### src/core/cpr_pkg.sv
// constants, field layouts and carrier types for the profiling capability report
// assumes one core clock; every value here is static for the life of the part
package cpr_pkg;

	// query leaf that selects this report
	localparam logic [31:0] CPR_LEAF             = 32'h8000_001C;

	// position of the profiling enable bit in the extended-feature enable register
	localparam int          CPR_EXT_ENABLE_BIT   = 62;
	localparam int          CPR_EXT_WIDTH        = 64;

	// first result word field positions
	localparam int          CPR_USABLE_BIT       = 0;
	localparam int          CPR_VALUE_INSERT_BIT = 1;
	localparam int          CPR_INSTR_BIT        = 2;
	localparam int          CPR_BRANCH_BIT       = 3;
	localparam int          CPR_DCACHE_BIT       = 4;
	localparam int          CPR_CORE_CLK_BIT     = 5;
	localparam int          CPR_REF_CLK_BIT      = 6;
	localparam int          CPR_RSVD_LO_BIT      = 7;
	localparam int          CPR_RSVD_HI_BIT      = 28;
	localparam int          CPR_CONT_BIT         = 29;
	localparam int          CPR_TSC_BIT          = 30;
	localparam int          CPR_IRQ_BIT          = 31;

	// feature bits that may ever be reported (bit 0 comes from the enable register)
	localparam logic [31:0] CPR_FEATURE_MASK     = 32'hE000_007E;

	// hardware support word, same positions as the first result word
	localparam logic [31:0] CPR_HW_CAPABILITY    = 32'hE000_007F;

	// configuration register reset value: nothing offered to applications
	localparam logic [31:0] CPR_CFG_RESET        = 32'h0000_0000;

	// layout figures of the control block and ring buffer
	localparam logic [7:0]  CPR_RECORD_BYTES     = 8'h20;
	localparam logic [7:0]  CPR_MAX_EVENT_ID     = 8'h06;
	localparam logic [7:0]  CPR_USER_EVENT_ID    = 8'hFF;
	localparam logic [7:0]  CPR_EVENT_OFFSET     = 8'h50;
	localparam logic [7:0]  CPR_CB_QWORDS_IMPL   = 8'h10;
	localparam logic [7:0]  CPR_OFFSET_ALIGN     = 8'hF8;
	localparam int          CPR_QWORD_SHIFT      = 3;

	// result word reset value
	localparam logic [31:0] CPR_WORD_RESET       = 32'h0000_0000;

	typedef struct packed {
		logic        thresholdIrqFlag;
		logic        timestampInRecordFlag;
		logic        continuousSamplingFlag;
		logic [21:0] reserved;
		logic        refClkEventFlag;
		logic        coreClkEventFlag;
		logic        dcacheMissEventFlag;
		logic        branchRetiredEventFlag;
		logic        instrRetiredEventFlag;
		logic        valueInsertEventFlag;
		logic        profilingUsable;
	} cpr_avail_s;

	typedef struct packed {
		logic [7:0] eventAreaOffset;
		logic [7:0] maxEventId;
		logic [7:0] recordBytes;
		logic [7:0] controlBlockQwords;
	} cpr_layout_s;

	typedef enum logic [1:0] {
		CPR_ST_IDLE,
		CPR_ST_COMPOSE,
		CPR_ST_RESPOND
	} cpr_state_e;

endpackage : cpr_pkg

### src/core/cpr_avail_word.sv
// builds the first result word from the enable bit and the configuration register
// assumes its inputs are stable snapshots held by the caller
`timescale 1ns/1ps
module cpr_avail_word
	import cpr_pkg::*;
(
	// sources
	input  wire logic        extEnableBit,
	input  wire logic [31:0] cfgBits,
	input  wire logic [31:0] hwCapability,
	// result
	output cpr_avail_s       availWord
);

	logic [31:0] rawWord;

	// bit 0 is a straight copy, never masked by support
	assign rawWord[CPR_USABLE_BIT] = extEnableBit;

	genvar gi;
	generate
		for (gi = 1; gi < 32; gi++) begin : g_bit
			// a feature shows only if configured, supported and defined
			assign rawWord[gi] = cfgBits[gi] & hwCapability[gi] & CPR_FEATURE_MASK[gi];
		end
	endgenerate

	// event flags 1..6 and mode flags 29..31 land at their struct positions
	assign availWord = cpr_avail_s'(rawWord);

endmodule : cpr_avail_word

### src/core/cpr_layout_word.sv
// builds the second result word from the fixed layout figures
// assumes nothing outside; the word is constant
`timescale 1ns/1ps
module cpr_layout_word
	import cpr_pkg::*;
(
	// result
	output cpr_layout_s layoutWord
);

	logic [7:0] offsetAligned;
	logic [7:0] maxId;
	logic [7:0] cbFloor;

	// offset forced to a quadword boundary
	assign offsetAligned = CPR_EVENT_OFFSET & CPR_OFFSET_ALIGN;
	// the user-inserted identifier is never counted as the maximum
	assign maxId         = (CPR_MAX_EVENT_ID == CPR_USER_EVENT_ID) ? 8'(CPR_MAX_EVENT_ID - 8'h01)
	                                                               : CPR_MAX_EVENT_ID;
	assign cbFloor       = 8'((offsetAligned >> CPR_QWORD_SHIFT) + maxId);

	// an implementation may want more than the floor, never less
	assign layoutWord.controlBlockQwords = (CPR_CB_QWORDS_IMPL > cbFloor) ? CPR_CB_QWORDS_IMPL
	                                                                     : cbFloor;
	assign layoutWord.recordBytes        = CPR_RECORD_BYTES;
	assign layoutWord.maxEventId         = maxId;
	assign layoutWord.eventAreaOffset    = offsetAligned;

endmodule : cpr_layout_word

### src/core/cpr_profiling_capability_report.sv
// top of the profiling capability report: query leaf answer and configuration register
// assumes the core presents one query at a time and owns the extended-feature enable register
//
// What this block does
// Bit 0 of the first word copies bit 62 of the extended-feature enable register.
// Bits 31:1 of the first word come from the profiling configuration register.
// No feature shows as available unless it is also set in the hardware support word.
// Bits 1 to 6 of the first word flag the events with identifiers 1 to 6.
// Bits 29, 30 and 31 flag continuous sampling, timestamp in records and threshold interrupt.
// Bits 28:7 of the first word read as zero.
// Bits 7:0 of the second word give the control block size, at least offset/8 plus the maximum identifier.
// Bits 15:8 of the second word give the event record size, 32 bytes.
// Bits 23:16 of the second word give the highest event identifier, never the user value 255.
// Bits 31:24 of the second word give the event area offset, a multiple of 8.
// A hypervisor pooling processors reports the common subset of these values; this block has no pooling logic and always reports its own fixed values.
// Applications use only the first word; the operating system decides from the support word.
// The support word uses the same bit positions as the first word but flags hardware support.
`timescale 1ns/1ps
module cpr_profiling_capability_report
	import cpr_pkg::*;
(
	// clock and reset
	input  wire logic                     clk,
	input  wire logic                     rst_n,

	// query request
	input  wire logic                     queryValid,
	input  wire logic [31:0]              queryLeaf,
	output logic                          queryReady,

	// query answer
	output logic                          resultValid,
	output logic                          resultHit,
	output cpr_avail_s                    resultAvail,
	output cpr_layout_s                   resultLayout,
	output logic [31:0]                   resultCapability,

	// extended-feature enable register, owned by the core
	input  wire logic [CPR_EXT_WIDTH-1:0] extFeatureEnableMask,

	// profiling configuration register access
	input  wire logic                     cfgWrite,
	input  wire logic [31:0]              cfgWdata,
	output logic [31:0]                   cfgRdata
);

	// state
	cpr_state_e  state_r;
	cpr_state_e  state_nxt;

	// configuration register
	logic [31:0] cfg_r;
	logic [31:0] cfg_nxt;

	// snapshot taken when a query is accepted
	logic        snapEnable_r;
	logic        snapEnable_nxt;
	logic [31:0] snapCfg_r;
	logic [31:0] snapCfg_nxt;
	logic        snapHit_r;
	logic        snapHit_nxt;

	// result registers
	logic [31:0] availWord_r;
	logic [31:0] availWord_nxt;
	logic [31:0] layoutWord_r;
	logic [31:0] layoutWord_nxt;
	logic [31:0] capWord_r;
	logic [31:0] capWord_nxt;
	logic        resultValid_r;
	logic        resultValid_nxt;
	logic        resultHit_r;
	logic        resultHit_nxt;

	// decode
	wire logic        queryTake;
	wire logic        leafMatch;
	wire logic        composeDone;
	wire logic [31:0] cfgMasked;
	wire logic        enableBit;

	// composed words
	cpr_avail_s  availComposed;
	cpr_layout_s layoutComposed;

	assign queryReady  = (state_r == CPR_ST_IDLE);
	assign queryTake   = queryValid & queryReady;
	assign leafMatch   = (queryLeaf == CPR_LEAF);
	assign composeDone = (state_r == CPR_ST_COMPOSE);
	assign enableBit   = extFeatureEnableMask[CPR_EXT_ENABLE_BIT];

	// software can never offer more than the hardware supports, so the register drops the rest
	assign cfgMasked   = cfgWdata & CPR_HW_CAPABILITY & CPR_FEATURE_MASK;

	// word builders

	cpr_avail_word u_avail (
		.extEnableBit (snapEnable_r),
		.cfgBits      (snapCfg_r),
		.hwCapability (CPR_HW_CAPABILITY),
		.availWord    (availComposed)
	);

	cpr_layout_word u_layout (
		.layoutWord (layoutComposed)
	);

	// next-state logic

	always_comb begin
		state_nxt = state_r;
		case (state_r)
			CPR_ST_IDLE: begin
				if (queryTake) begin
					state_nxt = CPR_ST_COMPOSE;
				end
			end
			CPR_ST_COMPOSE: begin
				state_nxt = CPR_ST_RESPOND;
			end
			CPR_ST_RESPOND: begin
				state_nxt = CPR_ST_IDLE;
			end
			default: begin
				state_nxt = CPR_ST_IDLE;
			end
		endcase
	end

	// a write landing in the same cycle as a query is seen by the next query only,
	// because the snapshot takes the value held before the edge
	assign cfg_nxt        = cfgWrite ? cfgMasked : cfg_r;

	assign snapEnable_nxt = queryTake ? enableBit : snapEnable_r;
	assign snapCfg_nxt    = queryTake ? cfg_r : snapCfg_r;
	assign snapHit_nxt    = queryTake ? leafMatch : snapHit_r;

	// an unknown leaf answers with all-zero words rather than stale ones
	assign availWord_nxt  = composeDone ? (snapHit_r ? 32'(availComposed) : CPR_WORD_RESET)
	                                    : availWord_r;
	assign layoutWord_nxt = composeDone ? (snapHit_r ? 32'(layoutComposed) : CPR_WORD_RESET)
	                                    : layoutWord_r;
	assign capWord_nxt    = composeDone ? (snapHit_r ? CPR_HW_CAPABILITY : CPR_WORD_RESET)
	                                    : capWord_r;

	assign resultValid_nxt = composeDone;
	assign resultHit_nxt   = composeDone ? snapHit_r : resultHit_r;

	// registers

	always_ff @(posedge clk or negedge rst_n) begin
		if (!rst_n) begin
			state_r <= CPR_ST_IDLE;
		end else begin
			state_r <= state_nxt;
		end
	end

	always_ff @(posedge clk or negedge rst_n) begin
		if (!rst_n) begin
			cfg_r <= CPR_CFG_RESET;
		end else begin
			cfg_r <= cfg_nxt;
		end
	end

	always_ff @(posedge clk or negedge rst_n) begin
		if (!rst_n) begin
			snapEnable_r <= 1'b0;
		end else begin
			snapEnable_r <= snapEnable_nxt;
		end
	end

	always_ff @(posedge clk or negedge rst_n) begin
		if (!rst_n) begin
			snapCfg_r <= CPR_CFG_RESET;
		end else begin
			snapCfg_r <= snapCfg_nxt;
		end
	end

	always_ff @(posedge clk or negedge rst_n) begin
		if (!rst_n) begin
			snapHit_r <= 1'b0;
		end else begin
			snapHit_r <= snapHit_nxt;
		end
	end

	always_ff @(posedge clk or negedge rst_n) begin
		if (!rst_n) begin
			availWord_r <= CPR_WORD_RESET;
		end else begin
			availWord_r <= availWord_nxt;
		end
	end

	always_ff @(posedge clk or negedge rst_n) begin
		if (!rst_n) begin
			layoutWord_r <= CPR_WORD_RESET;
		end else begin
			layoutWord_r <= layoutWord_nxt;
		end
	end

	always_ff @(posedge clk or negedge rst_n) begin
		if (!rst_n) begin
			capWord_r <= CPR_WORD_RESET;
		end else begin
			capWord_r <= capWord_nxt;
		end
	end

	always_ff @(posedge clk or negedge rst_n) begin
		if (!rst_n) begin
			resultValid_r <= 1'b0;
		end else begin
			resultValid_r <= resultValid_nxt;
		end
	end

	always_ff @(posedge clk or negedge rst_n) begin
		if (!rst_n) begin
			resultHit_r <= 1'b0;
		end else begin
			resultHit_r <= resultHit_nxt;
		end
	end

	// outputs

	// words hold from one answer to the next so a slow reader may sample late
	assign resultValid      = resultValid_r;
	assign resultHit        = resultHit_r;
	assign resultAvail      = cpr_avail_s'(availWord_r);
	assign resultLayout     = cpr_layout_s'(layoutWord_r);
	assign resultCapability = capWord_r;
	assign cfgRdata         = cfg_r;

endmodule : cpr_profiling_capability_report
### config.mk
export PLATFORM = sky130hd
export DESIGN_NAME = cpr_profiling_capability_report
export DESIGN_NICKNAME = d
export VERILOG_FILES = /design/src/core/cpr_pkg.sv /design/src/core/cpr_avail_word.sv /design/src/core/cpr_layout_word.sv /design/src/core/cpr_profiling_capability_report.sv
export SDC_FILE = /design/constraint.sdc
export NUM_CORES = 1
export LEC_CHECK = 0
export CAP_MARGIN = 25
export CORE_AREA = 2 2 101 103
export CTS_BUF_LIST = sky130_fd_sc_hd__clkbuf_8
export CTS_CLUSTER_SIZE = 14
export DETAILED_ROUTE_END_ITERATION = 10
export DIE_AREA = 0 0 103 105
export DONT_BUFFER_PORTS = 1
export GPL_ROUTABILITY_DRIVEN = 0
export PLACE_DENSITY = 0.41
export SLEW_MARGIN = 40
export SYNTH_ARGS = -nofsm -noshare
export SYNTH_HDL_FRONTEND = slang
export SYNTH_SLANG_ARGS = --single-unit
### constraint.sdc
create_clock -name clk -period 2.5 [get_ports clk]
set_input_delay 0.25 -clock clk [delete_from_list [all_inputs] [get_ports clk]]
set_output_delay 0.25 -clock clk [all_outputs]
set_load 0.02 [all_outputs]
==> results.toml, run 1 <==
[cells_and_area]
areaGrowthSynthToFinish_pct = -7.509
fin_area_um2 = 2034
most_frequent_cells_in_the_layout = "conb_1 (93), dfrtp_1 (33), nand2_1 (24), nand3_1 (10), mux2_1 (10)"
layout-drive-gt1-share = 0.1429
layout_commonest_cell = "conb_1"
fillers = 1061
post-route-util = 0.2111
n_antenna_cell = 0
nets = 341

[worst_setup_path]
critPathMaxStageDelay_ns = 0.78
worstReg2RegEnd = "snapCfg_r[30]"
rr_worst_depth = 4
cp.arrival_ns = 1.38
endpoint = "resultCapability[3]"
critical_path.top_delay_family = "flip-flops"
setup.worst_path.class = "flip-flop to output pin"
flop2flop_setup_slack_ns = 0.95
path_buf_inv = 1
worst_setup_path_startpoint = "resultCapability[30]"
critical_path.endpoint_type = "output pin"
cp_data_required_time_ns = 2.25
timing.rr.start = "state_r[1]"
worst-path-stages = 1
worst-path-max-fanout = 10
startpoint_type_of_the_worst_setup_path = "flip-flop"
critical-path-slowest-cell = "dfrtp_4"
path_cells = "buf_12"

[grt]
grt_util_all_layers = 0.07653
globalRoute.totalOverflow = 0
number_of_antenna_violations_at_the_first_check_in_global_routing = 0
global_route_wire_length_before_repair_um = 5996
grt_pass1_vias = 987
grt_start_max_net_pins = 35

[floorplan]
num_io_pins = 263
die_width_um = 103
die-area_um2 = 10820
num_rows = 36
die_y_um = 105
start_util = 0.2282
core_area_um2 = 9639

[cts]
cts.clk_slew.worst_paths_ns = 0.07
clkSinkCount = 34
post_cts_resize_count = 0
ctsHtreeMaxLevel = 2
maximum_buffer_depth_of_the_clock_tree = 2
numCtsBuffers = 5
postCtsSetupRepairBufs = 0
clock_insertion_delay_worst_skew_ns = 0.28
cts_root_buf = "clkbuf_8"
cts_tree = "built"

[sta]
period_needed_ns = 1.629
max_clock_freq_ghz = 0.6140
timing.final.crit_share = 0.6515
finalHoldViolCount = 0
finalSetupViolCount = 0
post-route-worst-setup-slack_ns = 0.8713
slew_viol_final = 0
slew-limit-headroom = 0.6429
clock_skews_ns = 0.002378
setup_repair_after_global_routing_missed_its_margin = "no"
pin_slew_with_the_least_headroom_to_its_limit_ns = 0.5356
timing.setup.tns_ns = 0

[route]
avgRoutedWirePerCell_um = 12.34
dr_total_vias = 1112
dr.first_iter.drc_count = 60
mean_number_of_vias_per_cell = 3.242
drt_first_pass_iters = 4
count_of_unresolved_drc_violations_after_routing = 0
ant_nets_after_route = 0
totalWireLength_um = 4233

[yosys]
leading_post_synthesis_cells_by_cell_area = "dfrtp_1 (39%), buf_4 (37%), mux2_1 (5.1%)"
synthDominantCellAreaShare = 0.3868
synthesis.area_per_instance_um2 = 9.998
ys_types = 22
synth-warning-count = 0
ys_ff_latch = 34
postSynthCellCount = 220
largest_area_contributor_in_the_synthesized_netlist = "dfrtp_1"
total_standard_cell_area_after_synthesis_um2 = 2200
seq_area_frac_synth = 0.3868

[run_status]
status = "finished, final reports clean"

[power_and_ir_drop]
max-vdd-ir-drop_v = 0.0002614
p_total_uw = 1398
cellPowerDensity_nw_per_um2 = 687.3
leakage_power_summed_over_all_cells_uw = 0.001023

[flow_run]
max_cap_viol_count = 0

[place]
placedInstanceArea_um2 = 1894
hpwl_um = 3431
port-buffer-count = 0
detailedPlace.worstSlack_ns = 0.9004

[hold_path]
hold_path_start = "extFeatureEnableMask[62]"
min_path_type = "primary input to flip-flop"
-- Yosys cell counts --
cell type and n:
nor4b_1 1, nand2b_1 2, nand3_1 10, nand2_1 24, nor4_1 2, nor4b_2 1
dfrtp_1 34, inv_1 1, clkbuf_1 1, nand2_2 1, mux2_2 9, inv_2 2
nor4_2 3, nor2_1 1, buf_2 3, buf_4 109, buf_6 1, nand4_1 2
mux2_1 10, nor2_2 1, conb_1 1, o41ai_2 1
-- area by class of cell --
type / instances / area (µm²) / area share
timing repair buffer: 4 / 57.56 / 0.02829
sequential: 34 / 854.6 / 0.4200
inverter: 3 / 11.26 / 0.005535
multi-input combinational: 161 / 834.6 / 0.4102
clock buffer: 8 / 110.1 / 0.05412
tap: 133 / 166.4 / 0.08180
-- sequential cells by signal, summed over array words and instances (netlist names) --
name,cells
resultCapability,1
resultAvail,10
snapHit_r,1
snapCfg_r,9
cfgRdata,9
snapEnable_r,1
resultValid,1
state_r,2
-- timing repair --
item | in CTS | in global routing
hold buffers | 2 | 0
endpoints found under the setup margin | 0 | 0
hold endpoints to repair | 34 | 0
-- per-stage QoR --
step	hold WS (ns)	instances
after detailed placement	-0.04470	333
final	0.1065	343
after CTS	0.09644	343
after global routing	0.09860	343
after floorplan	-0.04559	312
after global placement	-0.04461	333
-- where the power goes --
part	leakage, µW	total (µW)	internal (µW)	switching (µW)
Clock	0.0000575	474	278	196
Combinational	0.000539	245	56.7	188
Sequential	0.000427	679	619	59.5
Total	0.00102	1400	954	444
-- cell families (layout without fill, tap and decap cells) --
kind of cell,after synthesis,after routing,share of synthesized area
compound gates,1,1,0.007397
other cells,1,93,0.001705
flops,34,34,0.3868
mux,19,19,0.09727
simple gates,48,48,0.1160
buf+inv,117,15,0.3908
-- worst min path at each step --
stage | end | cells after the start
2_1_floorplan | cfgRdata[1] | 0
3_3_place_gp | cfgRdata[30] | 0
3_5_place_dp | cfgRdata[30] | 0
4_1_cts | snapEnable_r | 1
5_1_grt | snapEnable_r | 1
6_report | snapEnable_r | 1
-- per-layer routing --
metal	up-vias	routed length, µm	GRT usage
li1	484	-	-
met3	7	668	0.04548
met4	0	38	0.01692
met5	-	0	0
met1	502	1616	0.09050
met2	119	1910	0.1187
-- worst reg2reg max path, cell delays in order, from the launching register on --
cell and delay, ns:
dfrtp_1 0.38, nor2_2 0.30, nand2_2 0.14, inv_2 0.25
mux2_1 0.36
No activity file was read; power rests on OpenSTA's default activity.
==> run 2, diff against run 1 <==
Clock period 2.5 ns to 1.6 ns, I/O delays scaled along.
==> run 2 against run 1 <==
  * Flip-flop and latch count did not move
  * Setup slack got worse by 0.62 ns
  * Design area grew 0.18%
  * Critical path depth grew 3
  * Largest power group unchanged
  * Clock skew up 0.0012 ns
  * Wire length fell by 0.47%
  * Sequential share of layout area shrank 0.077 points
  * First-iteration DRC count shrank 17%
  * Clock-buffer cell count down 2
  * Cell count grew 0.29%
  * Global-route usage fell by 0.059 points
==> results.toml, run 2 (synthesis gave the netlist of run 1 again) <==
[cts]
numCtsBuffers = 5
clock_insertion_delay_worst_skew_ns = 0.28
hold_fix_buffers_cts = 2
clkSinkCount = 34
postCtsSetupRepairBufs = 0
post_cts_resize_count = 0
cts_tree = "built"
maximum_buffer_depth_of_the_clock_tree = 2
ctsHtreeMaxLevel = 2
cts_root_buf = "clkbuf_8"
cts.clk_slew.worst_paths_ns = 0.06

[grt]
grt_pass1_vias = 972
globalRoute.totalOverflow = 0
grt_start_max_net_pins = 35
grt_util_all_layers = 0.07595
global_route_wire_length_before_repair_um = 5892
number_of_antenna_violations_at_the_first_check_in_global_routing = 0

[sta]
timing.final.crit_share = 0.8423
finalHoldViolCount = 0
finalSetupViolCount = 0
setup_repair_after_global_routing_missed_its_margin = "no"
max_clock_freq_ghz = 0.7420
clock_skews_ns = 0.003606
timing.setup.tns_ns = 0
slew_viol_final = 0
period_needed_ns = 1.348

[floorplan]
die_y_um = 105
start_util = 0.2282
num_io_pins = 263
die-area_um2 = 10820
die_width_um = 103
core_area_um2 = 9639
num_rows = 36

[hold_path]
min_path_type = "primary input to flip-flop"
holdPathStages = 1

[cells_and_area]
number_of_flip_flops_under_the_largest_register_name = 10
fillers = 1053
nets = 343
areaGrowthSynthToFinish_pct = -7.338
multiInputGateArea_um2 = 834.6
most_frequent_cells_in_the_layout = "conb_1 (93), dfrtp_1 (33), nand2_1 (24), nand3_1 (10), mux2_1 (10)"
layout-drive-gt1-share = 0.1422
n_antenna_cell = 0
layout_commonest_cell = "conb_1"
sequential_cell_area_in_the_final_layout_um2 = 854.6

[power_and_ir_drop]
leakage_power_summed_over_all_cells_uw = 0.001027
cellPowerDensity_nw_per_um2 = 1014
p_total_uw = 2067
max-vdd-ir-drop_v = 0.0006113

[route]
count_of_unresolved_drc_violations_after_routing = 0
dr.first_iter.drc_count = 50
drt_first_pass_iters = 4
mean_number_of_vias_per_cell = 3.224
totalWireLength_um = 4213
avgRoutedWirePerCell_um = 12.25
ant_nets_after_route = 0
dr_total_vias = 1109

[worst_setup_path]
cp.arrival_ns = 1.51
critical_path.endpoint_type = "flip-flop"
startpoint_type_of_the_worst_setup_path = "flip-flop"
rr_worst_depth = 4
setup.worst_path.class = "flip-flop to flip-flop"
cp_data_required_time_ns = 1.76
worst-path-max-fanout = 12

[place]
port-buffer-count = 0
hpwl_um = 3392

[run_status]
status = "finished, final reports clean"

[flow_run]
max_cap_viol_count = 0
[run 2: worst paths after layout]
check / start / end / slack [ns]
max in group asynchronous: rst_n / resultCapability[30] / 1.09
worst max-delay path: state_r[1] / snapEnable_r / 0.25
worst min-delay path: extFeatureEnableMask[62] / snapEnable_r / 0.02
worst max register to register: state_r[1] / snapEnable_r / 0.25
worst min register to register: snapCfg_r[5] / snapCfg_r[5] / 0.49
min in group asynchronous: rst_n / cfgRdata[3] / 0.32
[run 2: final cells by class]
type | instances | area share
inverters | 3 | 0.005525
well taps | 133 | 0.08165
flip-flops and latches | 34 | 0.4193
multi-input cells | 161 | 0.4095
clock buffers | 6 | 0.04052
clock inverters | 1 | 0.001842
repair buffers | 6 | 0.04174
[run 2: report_power, final]
group | leakage, µW | total (µW) | switching (µW) | internal, µW
clock network | 0.0000485 | 616 | 282 | 335
registers | 0.000427 | 1060 | 91.0 | 968
logic | 0.000551 | 392 | 297 | 94.7
[run 2: metrics by stage]
stage / std cells / setup WS [ns] / instance area (µm²) / hold slack (ns) / utilization
6_report: 344 / 0.2523 / 2038 / 0.02271 / 0.2114
5_1_grt: 344 / 0.1132 / 2038 / 0.009017 / 0.2114
4_1_cts: 344 / 0.1972 / 2038 / 0.01273 / 0.2114
3_5_place_dp: 335 / 0.2071 / 1922 / -0.1347 / 0.1994
3_3_place_gp: 335 / 0.2089 / 1922 / -0.1346 / 0.1994
2_1_floorplan: 312 / 0.2348 / 2545 / -0.1356 / -
[run 2: worst max-delay path: stages (launching register included)]
cell     delay (ns)
dfrtp_1        0.38
nor2_2         0.16
nand2_2        0.10
inv_2          0.23
mux2_1         0.35
[run 2: metal layers]
layer  up-vias  share of wire  track usage
met2       118           0.47       0.1197
met3         3           0.16      0.04080
met4         0         0.0064      0.02256
li1        485              -            -
met5         -              0            0
met1       503           0.36      0.08828
